[src/pds_cfg.svh]
// constants for the pump dispense sequencer
`ifndef PDS_CFG_SVH
`define PDS_CFG_SVH
`define PDS_CLK_MHZ 25
`define PDS_DEB_TIME_US 1000
`define PDS_STALL_TIME_MS 4000
`define PDS_SET_MAX 10'h3e7
`define PDS_STROKES_RST 10'h000
`define PDS_RATE_RST 10'h000
`define PDS_IN_VOL_UP 0
`define PDS_IN_VOL_DN 1
`define PDS_IN_RATE_UP 2
`define PDS_IN_RATE_DN 3
`define PDS_IN_MODE 4
`define PDS_IN_DIR 5
`define PDS_IN_CLEAR 6
`define PDS_IN_RUN 7
`define PDS_IN_HALT 8
`define PDS_IN_TRIG 9
`define PDS_IN_SPIN 10
`define PDS_IN_COUNT 11
`define PDS_ADR_CTRL 6'h00
`define PDS_ADR_STATUS 6'h01
`define PDS_ADR_SETTINGS 6'h02
`define PDS_ADR_REVS 6'h03
`define PDS_ADR_IRQ_STAT 6'h04
`define PDS_ADR_IRQ_MASK 6'h05
`define PDS_CTRL_TRIG_EN 0
`define PDS_CTRL_RST 1'h1
`define PDS_EV_DONE 0
`define PDS_EV_FAULT 1
`define PDS_EV_START 2
`define PDS_EV_COUNT 3
`endif

[src/pds_pkg.sv]
// types shared by the pump dispense sequencer
package pds_pkg;
  typedef enum logic [1:0] {
    PDS_IDLE,
    PDS_PRIME,
    PDS_METERED_DISPENSE_MODE,
    PDS_FAULT
  } pds_state_e;
endpackage : pds_pkg

[src/pds_panel_if.sv]
// cleaned panel levels and their rising-edge pulses
`timescale 1ns/100ps
interface pds_panel_if #(parameter int N = 11);
  logic [N-1:0] clean;
  logic [N-1:0] rise;
  modport src (output clean, output rise);
  modport dst (input clean, input rise);
endinterface : pds_panel_if

[src/pds_debounce.sv]
// synchroniser and debouncer for all panel, trigger and spindle inputs
`timescale 1ns/100ps
module pds_debounce #(
  parameter int N = 11,
  parameter int DEB_CYC = 25000
) (
  // clock and reset
  input wire logic clk_i,
  input wire logic rst_i,
  // raw pins
  input wire logic [N-1:0] raw_i,
  // cleaned side
  pds_panel_if.src pan
);
  localparam int CW = $clog2(DEB_CYC + 1);

  if (N < 1 || DEB_CYC < 1) begin : g_chk
    $error("pds_debounce: bad parameters");
  end

  typedef struct packed {
    logic [N-1:0] sync1;
    logic [N-1:0] sync2;
    logic [N-1:0] clean;
    logic [N-1:0] rise;
    logic [N-1:0][CW-1:0] cnt;
  } pds_deb_s;

  pds_deb_s s;
  pds_deb_s next_s;

  // every input gets its own filter, so a bouncing key never disturbs another
  always_comb begin
    next_s = s;
    next_s.sync1 = raw_i;
    next_s.sync2 = s.sync1;
    next_s.rise = '0;
    for (int i = 0; i < N; i++) begin
      if (s.sync2[i] == s.clean[i]) begin
        next_s.cnt[i] = '0;
      end else if (s.cnt[i] == CW'(DEB_CYC - 1)) begin
        next_s.cnt[i] = '0;
        next_s.clean[i] = s.sync2[i];
        next_s.rise[i] = s.sync2[i];
      end else begin
        next_s.cnt[i] = s.cnt[i] + 1'b1;
      end
    end
  end

  always_ff @(posedge clk_i) begin
    if (rst_i) begin
      s <= '0;
    end else begin
      s <= next_s;
    end
  end

  assign pan.clean = s.clean;
  assign pan.rise = s.rise;
endmodule : pds_debounce

[src/pds_sequencer.sv]
// pump dispense sequencer: panel settings, run control, revolution counting
// How it works
// - hold rotation count setting 000 to 999
// - plus key adds one, minus subtracts one
// - mode selector picks dispense or priming
// - yellow lamp lit only on active position
// - direction selector sets motor turning direction
// - fault-clear button drops fault and lamp
// - run press starts, halt press stops pump
// - green after run, red after halt, exclusive
// - rate setting drives motor speed zero to max
// - external contact trigger starts pump operation
// - either panel run or trigger starts run
// - stop motor when revolutions reach setting
// - stop decided by sensed spindle position only
// - sensed stop indexes piston into intake stroke
// - trigger acts on rising edge only
// - four seconds without spindle pulse faults
// - prime to dispense switch finishes set count
//
// The register addresses and register access over Wishbone were decided locally.
`timescale 1ns/100ps
`include "pds_cfg.svh"
module pds_sequencer import pds_pkg::*; #(
  parameter int DEB_CYC = `PDS_DEB_TIME_US * `PDS_CLK_MHZ,
  parameter int STALL_CYC = `PDS_STALL_TIME_MS * 1000 * `PDS_CLK_MHZ
) (
  // clock and reset
  input wire logic clk_i,
  input wire logic rst_i,
  // panel keys and selectors
  input wire logic vol_up_i,
  input wire logic vol_dn_i,
  input wire logic rate_up_i,
  input wire logic rate_dn_i,
  input wire logic mode_selector_i,
  input wire logic direction_selector_i,
  input wire logic fault_clear_i,
  input wire logic run_key_i,
  input wire logic halt_key_i,
  // external trigger and spindle sensor
  input wire logic trigger_i,
  input wire logic spindle_i,
  // panel lamps
  output logic metered_dispense_mode_lamp_o,
  output logic prime_lamp_o,
  output logic forward_flow_lamp_o,
  output logic reverse_lamp_o,
  output logic green_lamp_o,
  output logic red_lamp_o,
  output logic fault_lamp_o,
  // motor drive
  output logic motor_run_o,
  output logic motor_reverse_o,
  output logic [9:0] motor_speed_o,
  // wishbone slave
  input wire logic wb_cyc_i,
  input wire logic wb_stb_i,
  input wire logic wb_we_i,
  input wire logic [7:0] wb_adr_i,
  input wire logic [3:0] wb_sel_i,
  input wire logic [31:0] wb_dat_i,
  output logic [31:0] wb_dat_o,
  output logic wb_ack_o,
  // interrupt
  output logic irq_o
);
  localparam int SW = $clog2(STALL_CYC + 1);
  localparam int EW = `PDS_EV_COUNT;

  if (STALL_CYC < 2 || DEB_CYC < 1) begin : g_chk
    $error("pds_sequencer: bad parameters");
  end

  typedef struct packed {
    pds_state_e state;
    logic [9:0] strokes;
    logic [9:0] rate;
    logic [9:0] revs;
    logic [SW-1:0] stall;
    logic trig_en;
    logic [EW-1:0] irq_stat;
    logic [EW-1:0] irq_mask;
    logic green;
    logic mode;
    logic dir;
    logic run;
    logic fault;
    logic metered_dispense_mode_lamp;
    logic fwd_lamp;
    logic red;
    logic [9:0] speed;
    logic ack;
    logic [31:0] dat;
    logic irq;
  } pds_seq_s;

  pds_seq_s s;
  pds_seq_s next_s;
  pds_panel_if #(.N(`PDS_IN_COUNT)) pan ();

  // every pin passes the same filter, spindle included
  pds_debounce #(.N(`PDS_IN_COUNT), .DEB_CYC(DEB_CYC)) u_deb (
    .clk_i(clk_i),
    .rst_i(rst_i),
    .raw_i({spindle_i, trigger_i, halt_key_i, run_key_i, fault_clear_i,
      direction_selector_i, mode_selector_i, rate_dn_i, rate_up_i, vol_dn_i,
      vol_up_i}),
    .pan(pan)
  );

  logic spin_rise;
  logic halt_req;
  logic start_req;
  logic wb_req;
  logic [EW-1:0] ev;
  logic [EW-1:0] rd_clr;

  always_comb begin
    next_s = s;
    ev = '0;
    rd_clr = '0;
    spin_rise = pan.rise[`PDS_IN_SPIN];
    halt_req = pan.rise[`PDS_IN_HALT];
    // trigger counts only on its edge, so a held contact fires once
    start_req = pan.rise[`PDS_IN_RUN]
      || (pan.rise[`PDS_IN_TRIG] && s.trig_en);
    wb_req = wb_cyc_i && wb_stb_i && !s.ack;
    next_s.ack = 1'b0;
    next_s.mode = pan.clean[`PDS_IN_MODE];
    next_s.dir = pan.clean[`PDS_IN_DIR];
    // lamps get their own flops so every output leaves a register
    next_s.metered_dispense_mode_lamp = !pan.clean[`PDS_IN_MODE];
    next_s.fwd_lamp = !pan.clean[`PDS_IN_DIR];
    next_s.speed = s.rate;
    // settings saturate instead of wrapping past the printed range
    if (pan.rise[`PDS_IN_VOL_UP] && s.strokes != `PDS_SET_MAX) begin
      next_s.strokes = s.strokes + 10'h001;
    end else if (pan.rise[`PDS_IN_VOL_DN] && s.strokes != 10'h000) begin
      next_s.strokes = s.strokes - 10'h001;
    end
    if (pan.rise[`PDS_IN_RATE_UP] && s.rate != `PDS_SET_MAX) begin
      next_s.rate = s.rate + 10'h001;
    end else if (pan.rise[`PDS_IN_RATE_DN] && s.rate != 10'h000) begin
      next_s.rate = s.rate - 10'h001;
    end
    unique case (s.state)
      PDS_IDLE: begin
        next_s.stall = '0;
        if (halt_req) begin
          next_s.green = 1'b0;
        end else if (start_req) begin
          next_s.green = 1'b1;
          next_s.revs = '0;
          ev[`PDS_EV_START] = 1'b1;
          if (s.mode) begin
            next_s.state = PDS_PRIME;
          end else if (s.strokes != 10'h000) begin
            next_s.state = PDS_METERED_DISPENSE_MODE;
          end
        end
      end
      PDS_PRIME, PDS_METERED_DISPENSE_MODE: begin
        if (spin_rise) begin
          next_s.stall = '0;
        end else begin
          next_s.stall = s.stall + 1'b1;
        end
        if (halt_req) begin
          next_s.state = PDS_IDLE;
          next_s.green = 1'b0;
        end else if (!spin_rise && s.stall == SW'(STALL_CYC - 1)) begin
          next_s.state = PDS_FAULT;
          ev[`PDS_EV_FAULT] = 1'b1;
        end else if (s.state == PDS_PRIME) begin
          if (!s.mode) begin
            next_s.state = PDS_METERED_DISPENSE_MODE;
            next_s.revs = '0;
          end
        end else if (spin_rise) begin
          // stop point is the sensor edge, so the piston rests in intake
          next_s.revs = s.revs + 10'h001;
          if (s.revs + 10'h001 >= s.strokes) begin
            next_s.state = PDS_IDLE;
            ev[`PDS_EV_DONE] = 1'b1;
          end
        end
      end
      PDS_FAULT: begin
        next_s.stall = '0;
        // run and trigger are ignored here
        if (pan.rise[`PDS_IN_CLEAR]) begin
          next_s.state = PDS_IDLE;
        end
      end
    endcase
    next_s.run = (next_s.state == PDS_PRIME) || (next_s.state == PDS_METERED_DISPENSE_MODE);
    next_s.fault = next_s.state == PDS_FAULT;
    next_s.red = !next_s.green;
    if (wb_req) begin
      next_s.ack = 1'b1;
      next_s.dat = '0;
      unique case (wb_adr_i[7:2])
        `PDS_ADR_CTRL: next_s.dat[`PDS_CTRL_TRIG_EN] = s.trig_en;
        `PDS_ADR_STATUS: next_s.dat[6:0] = {s.fault, s.green, s.dir, s.mode, s.run, s.state};
        `PDS_ADR_SETTINGS: next_s.dat = {6'h00, s.rate, 6'h00, s.strokes};
        `PDS_ADR_REVS: next_s.dat[9:0] = s.revs;
        `PDS_ADR_IRQ_STAT: begin
          next_s.dat[EW-1:0] = s.irq_stat;
          rd_clr = wb_we_i ? '0 : s.irq_stat;
        end
        `PDS_ADR_IRQ_MASK: next_s.dat[EW-1:0] = s.irq_mask;
        default: next_s.dat = '0;
      endcase
      if (wb_we_i && wb_sel_i[0]) begin
        if (wb_adr_i[7:2] == `PDS_ADR_CTRL) begin
          next_s.trig_en = wb_dat_i[`PDS_CTRL_TRIG_EN];
        end
        if (wb_adr_i[7:2] == `PDS_ADR_IRQ_MASK) begin
          next_s.irq_mask = wb_dat_i[EW-1:0];
        end
      end
    end
    // an event in the clearing read's cycle survives it
    next_s.irq_stat = (s.irq_stat & ~rd_clr) | ev;
    next_s.irq = |(next_s.irq_stat & next_s.irq_mask);
  end

  always_ff @(posedge clk_i) begin
    if (rst_i) begin
      s <= '0;
      s.state <= PDS_IDLE;
      s.strokes <= `PDS_STROKES_RST;
      s.rate <= `PDS_RATE_RST;
      s.trig_en <= `PDS_CTRL_RST;
      s.metered_dispense_mode_lamp <= 1'b1;
      s.fwd_lamp <= 1'b1;
      s.red <= 1'b1;
    end else begin
      s <= next_s;
    end
  end

  assign metered_dispense_mode_lamp_o = s.metered_dispense_mode_lamp;
  assign prime_lamp_o = s.mode;
  assign forward_flow_lamp_o = s.fwd_lamp;
  assign reverse_lamp_o = s.dir;
  assign green_lamp_o = s.green;
  assign red_lamp_o = s.red;
  assign fault_lamp_o = s.fault;
  assign motor_run_o = s.run;
  assign motor_reverse_o = s.dir;
  assign motor_speed_o = s.speed;
  assign wb_dat_o = s.dat;
  assign wb_ack_o = s.ack;
  assign irq_o = s.irq;
endmodule : pds_sequencer

[config.mk]
export PLATFORM = sky130hd
export DESIGN_NAME = pds_sequencer
export DESIGN_NICKNAME = d
export VERILOG_FILES = /design/src/pds_pkg.sv /design/src/pds_panel_if.sv /design/src/pds_debounce.sv /design/src/pds_sequencer.sv
export VERILOG_INCLUDE_DIRS = /design/src /design/src/src
export SDC_FILE = /design/constraint.sdc
export NUM_CORES = 1
export LEC_CHECK = 0
export ABC_AREA = 1
export BUFFER_PORTS_ARGS = -buffer_cell sky130_fd_sc_hd__buf_2
export CORE_UTILIZATION = 61
export DETAILED_ROUTE_END_ITERATION = 10
export PLACE_DENSITY = 0.78
export SKIP_LAST_GASP = 1
export SYNTH_ARGS = -nofsm -noshare
export SYNTH_HDL_FRONTEND = slang
export SYNTH_HIERARCHICAL = 1
export SYNTH_SLANG_ARGS = --single-unit
[constraint.sdc]
create_clock -name clk_i -period 3.4 [get_ports clk_i]
set_clock_uncertainty 0.2 [all_clocks]
set_input_delay 0.34 -clock clk_i [delete_from_list [all_inputs] [get_ports clk_i]]
set_output_delay 0.34 -clock clk_i [all_outputs]
set_load 0.005 [all_outputs]
==> results of run 1 <==
[repair_timing]
action | 4_1_cts | 5_1_grt
gates resized for setup | 0 | 0
hold buffers | 14 | 0
endpoints found under the setup margin | 0 | 0
endpoints found under the hold margin | 16 | 0
[power groups by stage]
stage                     Clock (W)  Combinational (W)  Sequential (W)
after floorplan                   0           0.000243         0.00382
after global placement            0           0.000289         0.00382
after detailed placement          0           0.000296         0.00383
after CTS                   0.00402           0.000312         0.00374
after global routing        0.00417           0.000354         0.00375
final                       0.00393           0.000312         0.00374
[registers in the layout (all words and copies together) (netlist names)]
name,count
fault_lamp_o,1
u_deb/pan.rise,9
motor_speed_o,10
u_deb/s,176
metered_dispense_mode_lamp_o,1
u_deb/next_s,11
green_lamp_o,1
irq_o,1
forward_flow_lamp_o,1
s,56
prime_lamp_o,1
red_lamp_o,1
u_deb/pan.clean,11
wb_dat_o,20
motor_reverse_o,1
motor_run_o,1
wb_ack_o,1
next_s,10
[worst min-delay path, stage by stage]
cell and delay (ps):
buf_2 90, nand2_1 50, nor2_1 80, nand2_1 60
nand2_1 40, nand3_1 50
[worst max-delay path by stage]
| stage | start | end | slack (ps) | depth (start not counted) |
|---|---|---|---|---|
| after floorplan | s[86] | motor_run_o | 740 | 19 |
| after detailed placement | s[86] | motor_run_o | 430 | 19 |
| final | s[86] | motor_run_o | 410 | 19 |
| after CTS | s[86] | motor_run_o | 420 | 19 |
| after global routing | s[86] | motor_run_o | 70 | 19 |
| after global placement | s[86] | motor_run_o | 450 | 19 |
[layout make-up]
class	instances	area [sq um]
Sequential cell	313	6266
Clock buffer	50	1045
Inverter	300	1126
Multi-Input combinational cell	1573	8099
Fill cell	2193	8338
Clock inverter	13	173.9
Tap cell	335	419.2
Timing Repair Buffer	86	518.0
[metrics by stage]
| step | setup WS [ps] | hold slack (ps) |
|---|---|---|
| CTS | 422.0 | 27.49 |
| global route | 72.53 | 59.20 |
| global placement | 450.8 | 190.3 |
| floorplan | 741.7 | 188.3 |
| detailed placement | 428.9 | 195.7 |
| finish | 405.2 | 41.52 |
[routing by layer]
| metal | global-route usage | vias up | part of all wire |
|---|---|---|---|
| met3 | 0.03440 | 51 | 0.046 |
| met1 | 0.3080 | 6245 | 0.46 |
| met2 | 0.4152 | 271 | 0.47 |
| met4 | 0.06464 | 0 | 0.017 |
| met5 | 0 | - | 0 |
| li1 | - | 7228 | - |
==> results.cfg, run 1 <==
[yosys]
synth_area_per_cell_sq_um = 7.109
syn_inst = 2263
syn-cell-area_sq_um = 16090
synth_warnings = 6

[worst_setup_path]
path_max_fanout = 7
cp_slowest_cell = dfxtp_1
cp_cell_sequence = ha_1 > nand3_1 > nor2_1 > nand4_1 > xor2_1 > inv_1 > ha_1 > nand2_1 > nor2_1 > nand3_1 > nand3_1 > nand2_1 > nand2_1 > nand3_1 > o21ai_0 > inv_1 > ha_1 > inv_1 > nor2_1
cpMostUsedCell = nand3_1
regToRegEndpoint = motor_run_o
r2r-start = s[86]
cp_slowest_stage_delay_ps = 440
startpoint_type = flip-flop
r2r_cells = 19
criticalPathCategory = reg2reg
cp_num_buf_inv = 3
cp_top_family = simple AND/OR/NAND/NOR gates
crit_arrival_ps = 3180
required_ps = 3590
r2r_slack_ps = 410
end_kind = flip-flop

[power]
leakage_nw = 6.958
power_frac_comb = 0.039
ir_worst_vdd_uv = 632.3
power.internal_w = 0.006270
total_power_w = 0.007987
p_sw_frac = 0.2150
clock_power_share = 0.492
power_frac_seq = 0.469
p_switching_w = 0.001717
p_per_area_nw_per_um2 = 452.6

[layout]
n_antenna_cell = 0
layout_common_cells = nand2_1 (464), nor2_1 (340), dfxtp_1 (313), inv_1 (288)
final_common_cell = nand2_1
final-instance-count-excl-fill = 2670
drive_gt1_frac = 0.1186
post-route-util = 0.6791
design_area_sq_um = 17650
area_delta_synth_final_pct = 9.699
nets = 2414

[floorplanning]
start_util = 0.6191
die_w_um = 164.4
dieArea_sq_um = 27030
core_sq_um = 25980
io_pins = 113
num_rows = 59
die_y_um = 164.4

[timing]
setup_violations = 0
hold_viol = 0
worst-slew-pin-transition_ps = 820.7
rsz0062_at_grt = no
period_minus_slack_ps = 2995
fmax_ghz = 0.3339
fin_crit_sh = 0.8808
maxSlewHeadroom = 0.4523
slew_violations = 0
tns_ps = 0

[clock_tree]
cts_sinks = 313
root_buffer = clkbuf_16
cts_buffers = 35
insertion_delay_ps = 510
cts_tree = built
clk_pin_slew_ps = 60
clock_path_buffers = 3
htree_levels = 2
post_cts_buffers = 0

[grt]
grt.total_usage = 0.2387
grt.overflow.total = 0
grt_max_degree = 36
grt_pass1_wl_um = 54110
antenna_found_initial = 0
grt_pass1_vias = 12240

[worst_hold_path]
hold_end = s[58]
hold_start = wb_sel_i[0]
hp-class = in2reg
holdPathStages = 6

[route]
vias = 13800
ant_nets = 0
drc_errors = 0
drt_iter0_drc = 849
totalWireLength_um = 32210
first_pass_iters = 7
vias_per_cell = 5.167
wl_per_cell_um = 12.06

[placement]
post-place-cells = 2593
place.gp.congestion = 0.9005
placed_area_sq_um = 16290
portBuffers = 66
dp_hpwl_um = 22970

[outcome]
status = finished clean

[flow_run]
max_cap_violations = 0
Power figures use the tool's default switching activity.
==> inputs of run 2 (changes only) <==
--- a/config.mk
+++ b/config.mk
@@ -8,9 +8,11 @@
 export LEC_CHECK = 0
 export ABC_AREA = 1
 export BUFFER_PORTS_ARGS = -buffer_cell sky130_fd_sc_hd__buf_2
-export CORE_UTILIZATION = 61
+export CORE_UTILIZATION = 57
+export CTS_BUF_LIST = sky130_fd_sc_hd__clkbuf_4
 export DETAILED_ROUTE_END_ITERATION = 10
-export PLACE_DENSITY = 0.78
+export HOLD_SLACK_MARGIN = 0.05
+export PLACE_DENSITY = 0.77
 export SKIP_LAST_GASP = 1
 export SYNTH_ARGS = -nofsm -noshare
 export SYNTH_HDL_FRONTEND = slang
==> constraint.sdc (replaced) <==
create_clock -name clk_i -period 2.6 [get_ports clk_i]
set_clock_uncertainty 0.2 [all_clocks]
set_input_delay 0.26 -clock clk_i [delete_from_list [all_inputs] [get_ports clk_i]]
set_output_delay 0.26 -clock clk_i [all_outputs]
set_load 0.005 [all_outputs]
==> run 2 against run 1 <==
  * Die area grew 6.9%
  * First-iteration DRC count increased by 13%
  * Total power up 23%
  * Fmax up 11%
  * Combinational power rose by 100%
  * Clock-buffer cell count up 68
  * Largest cell class unchanged
  * Via count rose by 5.6%
  * Final area grew 5.1%
  * Sequential share of layout area decreased by 1.6 points
  * Routed wire length up 7.2%
  * The run now ends with setup timing left
  * Hold slack better by 160 ps
  * Flip-flop and latch count unchanged
==> results.cfg, run 2 (synthesis gave the netlist of run 1 again) <==
[placement]
placed_area_sq_um = 16670
portBuffers = 66
place.gp.congestion = 0.9054
place_ws_ps = -188.3
dp_hpwl_um = 23730

[grt]
grt.overflow.total = 0
grt_max_degree = 25
grt_pass1_wl_um = 58170
antenna_found_initial = 2
grt_pass1_vias = 13540
grt.total_usage = 0.2400

[worst_setup_path]
cpMostUsedCell = nand2_2
cp_cell_sequence = buf_6 > nand2_2 > nor3_2 > nand3_1 > xor2_1 > inv_2 > ha_4 > a21o_1 > nor2_2 > nand3_2 > nand2_2 > nand2_1 > nand2_1 > nand2_2 > nand2_2 > ha_4 > inv_2 > nor2_1
r2r_slack_ps = -100
criticalPathCategory = reg2reg
regToRegEndpoint = motor_run_o
cp_num_buf_inv = 3
crit_arrival_ps = 3100
startpoint_type = flip-flop
cp_top_family = simple AND/OR/NAND/NOR gates
required_ps = 3000
r2r_cells = 18
path_max_fanout = 4
end_kind = flip-flop
cp_slowest_stage_delay_ps = 380
r2r-start = s[87]
cp_slowest_cell = dfxtp_4

[route]
wl_per_cell_um = 11.97
vias_per_cell = 5.049
drc_errors = 0
vias = 14570
first_pass_iters = 5
totalWireLength_um = 34530
ant_nets = 0
drt_iter0_drc = 963

[timing]
tns_ps = -97.96
fmax_ghz = 0.3710
setup_violations = 2
rsz0062_at_grt = yes
slew_violations = 0
worst-slew-pin-transition_ps = 814.2
setup_slack_ps = -95.07
maxSlewHeadroom = 0.4566
period_minus_slack_ps = 2695
hold_viol = 0
fin_crit_sh = 1.037

[power]
p_per_area_nw_per_um2 = 529.1
ir_worst_vdd_uv = 314.5
total_power_w = 0.009810
leakage_nw = 7.430

[clock_tree]
cts_buffers = 84
cts_sinks = 313
clock_path_buffers = 3
root_buffer = clkbuf_4
clk_pin_slew_ps = 60
htree_levels = 3
cts_tree = built
insertion_delay_ps = 710

[layout]
nets = 2557
final_common_cell = nand2_1
drive_gt1_frac = 0.1784
post-route-util = 0.6674
layout_common_cells = nand2_1 (456), nor2_1 (337), dfxtp_1 (304), inv_1 (284), a21oi_1 (133)
largest_register_ffs = 176
design_area_sq_um = 18540
area_delta_synth_final_pct = 15.26
largest-register = u_deb/s

[floorplanning]
die_w_um = 170.0
start_util = 0.5790
num_rows = 61
io_pins = 113
die_y_um = 170.0
core_sq_um = 27780
dieArea_sq_um = 28900

[worst_hold_path]
hp-class = reg2reg
holdPathStages = 2
hold_end = u_deb/s[197]
hold_start = u_deb/next_s[197]

[flow_run]
max_cap_violations = 0

[outcome]
status = finished with violations
violations = setup timing
==> run 2: cell count changes in the layout (fill, tap and decap cells not counted), sizes merged, moves of 2 or more <==
| cell | previous run | this run |
|---|---|---|
| buf | 72 | 128 |
| bufinv | 4 | 2 |
| clkbuf | 50 | 118 |
| clkinv | 9 | 19 |
| diode | 0 | 2 |
| dlygate4sd3 | 14 | 52 |
==> run 2: power breakdown <==
group	switching [W]	internal (W)	leakage [nW]
Combinational	0.000351	0.000278	4.29
Clock	0.00201	0.00228	0.606
Sequential	0.0000373	0.00485	2.53
==> run 2: worst reg2reg max path, stage by stage, from the launching register on <==
cell,delay (ps)
dfxtp_4,380
buf_6,100
nand2_2,40
nor3_2,190
nand3_1,140
xor2_1,190
inv_2,80
ha_4,250
a21o_1,180
nor2_2,100
nand3_2,80
nand2_2,100
nand2_1,60
nand2_1,90
nand2_2,70
nand2_2,70
ha_4,200
inv_2,40
nor2_1,30
==> run 2: stage by stage <==
stage,hold slack (ps),cells
after floorplan,141.0,2274
after global placement,196.5,2679
after detailed placement,197.3,2679
after CTS,190.7,2882
after global routing,212.8,2885
final,201.8,2885
==> run 2: cell type report <==
type	instances	area, sq um
Inverter	300	1126
Clock buffer	118	885.9
Multi-Input combinational cell	1573	8289
Fill cell	2437	9240
Sequential cell	313	6282
Timing Repair Buffer	180	1326
Tap cell	378	473.0
Clock inverter	21	153.9
Antenna cell	2	5.005
==> run 2: timing repair <==
action                                 4_1_cts  5_1_grt
hold buffers                                53        0
pin swaps                                    7       17
resized for setup                            8       48
setup endpoints to repair                    2       15
endpoints found under the hold margin       93        0
buffers inserted                            11        6
==> run 2: worst max path at each step <==
stage,startpoint,to,slack (ps),cells past startpoint
after detailed placement,s[86],motor_run_o,-190,19
after global placement,s[86],motor_run_o,-150,19
final,s[87],motor_run_o,-100,18
after CTS,s[87],motor_run_o,-90,19
after floorplan,s[86],motor_run_o,2,19
after global routing,s[87],motor_run_o,-230,19
==> run 2: layer usage <==
layer	vias to the layer above	GRT usage	wire length [um]
li1	7547	-	-
met1	6580	0.2902	15650
met2	356	0.4130	16290
met3	82	0.05070	1687
met4	0	0.09792	894
met5	-	0	0
==> inputs of run 3 (changes only) <==
--- a/config.mk
+++ b/config.mk
@@ -16,5 +16,4 @@
 export SKIP_LAST_GASP = 1
 export SYNTH_ARGS = -nofsm -noshare
 export SYNTH_HDL_FRONTEND = slang
-export SYNTH_HIERARCHICAL = 1
 export SYNTH_SLANG_ARGS = --single-unit
==> run 3 against run 2 <==
  * The flow still finishes with violations (setup timing)
  * Setup slack worse by 320 ps
  * Combinational power fell by 42%
  * Sequential share of layout area rose by 1.6 points
  * Non-clock buffer count rose by 5
  * Largest cell class unchanged
==> results.cfg, run 3 <==
[route]
routed.top_layer = met4
totalWireLength_um = 33080
met1Wirelength_um = 14380
vias = 13430
drc_errors = 0
wl_met3_um = 1675
route.met2.wl_um = 15990
wl_per_cell_um = 12.86
drt_iter0_drc = 881
first_pass_iters = 5
vias_per_cell = 5.221
ant_nets = 0

[layout]
multi_input_area_sq_um = 7541
layout_common_cells = dfxtp_1 (299), nand2_1 (298), inv_1 (275), nor2_1 (227), a21oi_1 (154)
final_common_cell = dfxtp_1
post-route-util = 0.6831
largest-register = u_deb.s
largest_register_ffs = 176
nFillCells = 2078
design_area_sq_um = 17750
area_delta_synth_final_pct = 18.22
nets = 2289
drive_gt1_frac = 0.2004
seq_area_sq_um = 6294

[timing]
rsz0062_at_grt = yes
maxSlewHeadroom = 0.6578
fmax_ghz = 0.3315
hold_viol = 0
fin_crit_sh = 1.160
worst-slew-pin-transition_ps = 508.6
tns_ps = -1491
setup_slack_ps = -416.7
period_minus_slack_ps = 3017
slew_violations = 0
setup_violations = 6

[power]
power_frac_comb = 0.039
power.internal_w = 0.007081
power_frac_seq = 0.523
p_per_area_nw_per_um2 = 523.3
clock_power_share = 0.438
p_switching_w = 0.002208
p_sw_frac = 0.2377
ir_worst_vdd_uv = 369.9
leakage_nw = 7.277

[clock_tree]
root_buffer = clkbuf_4
insertion_delay_ps = 700
htree_levels = 3
cts_sinks = 313
cts_buffers = 80
clock_path_buffers = 3
clk_pin_slew_ps = 60
cts_tree = built

[floorplanning]
io_pins = 113
num_rows = 59
dieArea_sq_um = 26990
start_util = 0.5778
core_sq_um = 25980
die_y_um = 164.3
die_w_um = 164.3

[yosys]
synth-edff-count = 0
synth_warnings = 0
synth_seq_cells = 313
synth_top_area_cell = dfxtp_1
synth_area_per_cell_sq_um = 7.579
synth-main-ff-cell = dfxtp_1
synth_top_area_share = 0.4173
ys_types = 62
seq_area_frac_synth = 0.4173
ys_top_cells_by_area = dfxtp_1 (42%), nand2_1 (7.6%), inv_1 (7.1%)
synth_commonest_cells = dfxtp_1 (313), nand2_1 (306), inv_1 (285), nor2_1 (233), a21oi_1 (163)
synth_most_common_cell = dfxtp_1
syn_inst = 1981
synthArstFlopShare = 0
syn-cell-area_sq_um = 15010

[worst_hold_path]
hp-class = in2reg

[grt]
grt_pass1_vias = 12490
grt_max_degree = 69
grt.total_usage = 0.2394
grt.overflow.total = 0
grt_pass1_wl_um = 53450
antenna_found_initial = 1

[placement]
placed_area_sq_um = 15770
portBuffers = 66
place.gp.congestion = 0.8945
dp_hpwl_um = 22200

[worst_setup_path]
required_ps = 2960
startpoint_type = flip-flop
end_kind = flip-flop
crit_arrival_ps = 3380
path_max_fanout = 3
criticalPathCategory = reg2reg

[flow_run]
max_cap_violations = 0

[outcome]
status = finished with violations
violations = setup timing
[run 3: cell types whose count changed in the layout (fill, tap and decap cells not counted), moves of 18 or more]
| cell | delta |
|---|---|
| a21oi_1 | +21 |
| nand2_1 | -158 |
| nand3_1 | -60 |
| nor2_1 | -110 |
| nor2_2 | -31 |
| nor3_1 | +30 |
| nor3b_1 | +18 |
| nor4_1 | +24 |
[run 3: logic make-up after synthesis]
logic type               count (synthesis)  share of synthesized area
buffers and inverters                  382                     0.1094
flip-flops                             313                     0.4173
AO/OA/AOI/OAI                          299                     0.1109
other                                    1                  0.0002498
XOR/XNOR                                63                    0.03675
AND/OR/NAND/NOR                        877                     0.2860
adder cells (fa/ha/maj)                 46                    0.03933
[run 3: through the flow]
stage / std cells / power (W) / setup slack, ps / hold slack [ps]
after floorplan: 1992 / 0.005180 / -103.4 / 167.0
after global placement: 2372 / 0.005255 / -289.0 / 190.2
after detailed placement: 2372 / 0.005262 / -348.6 / 196.5
after CTS: 2562 / 0.009391 / -282.0 / 59.76
after global routing: 2572 / 0.009698 / -546.0 / 127.8
final: 2572 / 0.009288 / -416.7 / 108.6
[run 3: layout make-up]
class	instances	share of cell area
Multi-Input combinational cell	1298	0.4249
Sequential cell	313	0.3546
Timing Repair Buffer	185	0.07691
Inverter	305	0.06450
Clock buffer	113	0.04779
Tap cell	335	0.02361
Clock inverter	21	0.007472
Antenna cell	2	0.0002820
[run 3: per-layer routing]
layer | global-route usage | vias to the layer above
met5 | 0 | -
met4 | 0.1115 | 0
met3 | 0.04747 | 94
met2 | 0.4150 | 358
met1 | 0.2830 | 6130
li1 | - | 6846
[run 3: power groups by stage]
stage / sequential, W / combinational [W] / clock (W)
after floorplan: 0.00496 / 0.000221 / 0
after global placement: 0.00496 / 0.000291 / 0
after detailed placement: 0.00497 / 0.000296 / 0
after CTS: 0.00486 / 0.000344 / 0.00419
after global routing: 0.00486 / 0.000404 / 0.00444
final: 0.00486 / 0.000365 / 0.00407
[run 3: worst paths after layout]
| kind | start | endpoint | slack, ps | depth (start not counted) |
|---|---|---|---|---|
| worst max-delay path | s[87] | motor_run_o | -420 | 22 |
| worst min register to register | u_deb.next_s[193] | u_deb.s[193] | 200 | 2 |
| worst min-delay path | wb_adr_i[7] | s[53] | 110 | 8 |
| worst max register to register | s[87] | motor_run_o | -420 | 22 |
[run 3: repair_timing]
action                     CTS  global route
hold buffers                48             0
buffers inserted            10             9
resized for setup           13            80
cloned                       0             1
hold endpoints to repair   146             0
pin swaps                   16            38
setup endpoints to repair    8            23
[run 3: critical path, stage by stage (launching register included)]
cell and delay [ps]:
dfxtp_4 380, ha_4 150, nand2_4 50, nor2_4 120, nand3_2 110, nor2_2 120, nand2_2 80, xor2_2 200
ha_1 310, nand2_2 100, inv_2 50, a21oi_2 120, nand4_1 140, nand2_1 120, nand2_1 50, nand2_1 60
nand2_1 60, nand2_1 100, nand2_2 70, nand2_2 80, ha_4 200, inv_2 40, nor2_1 30
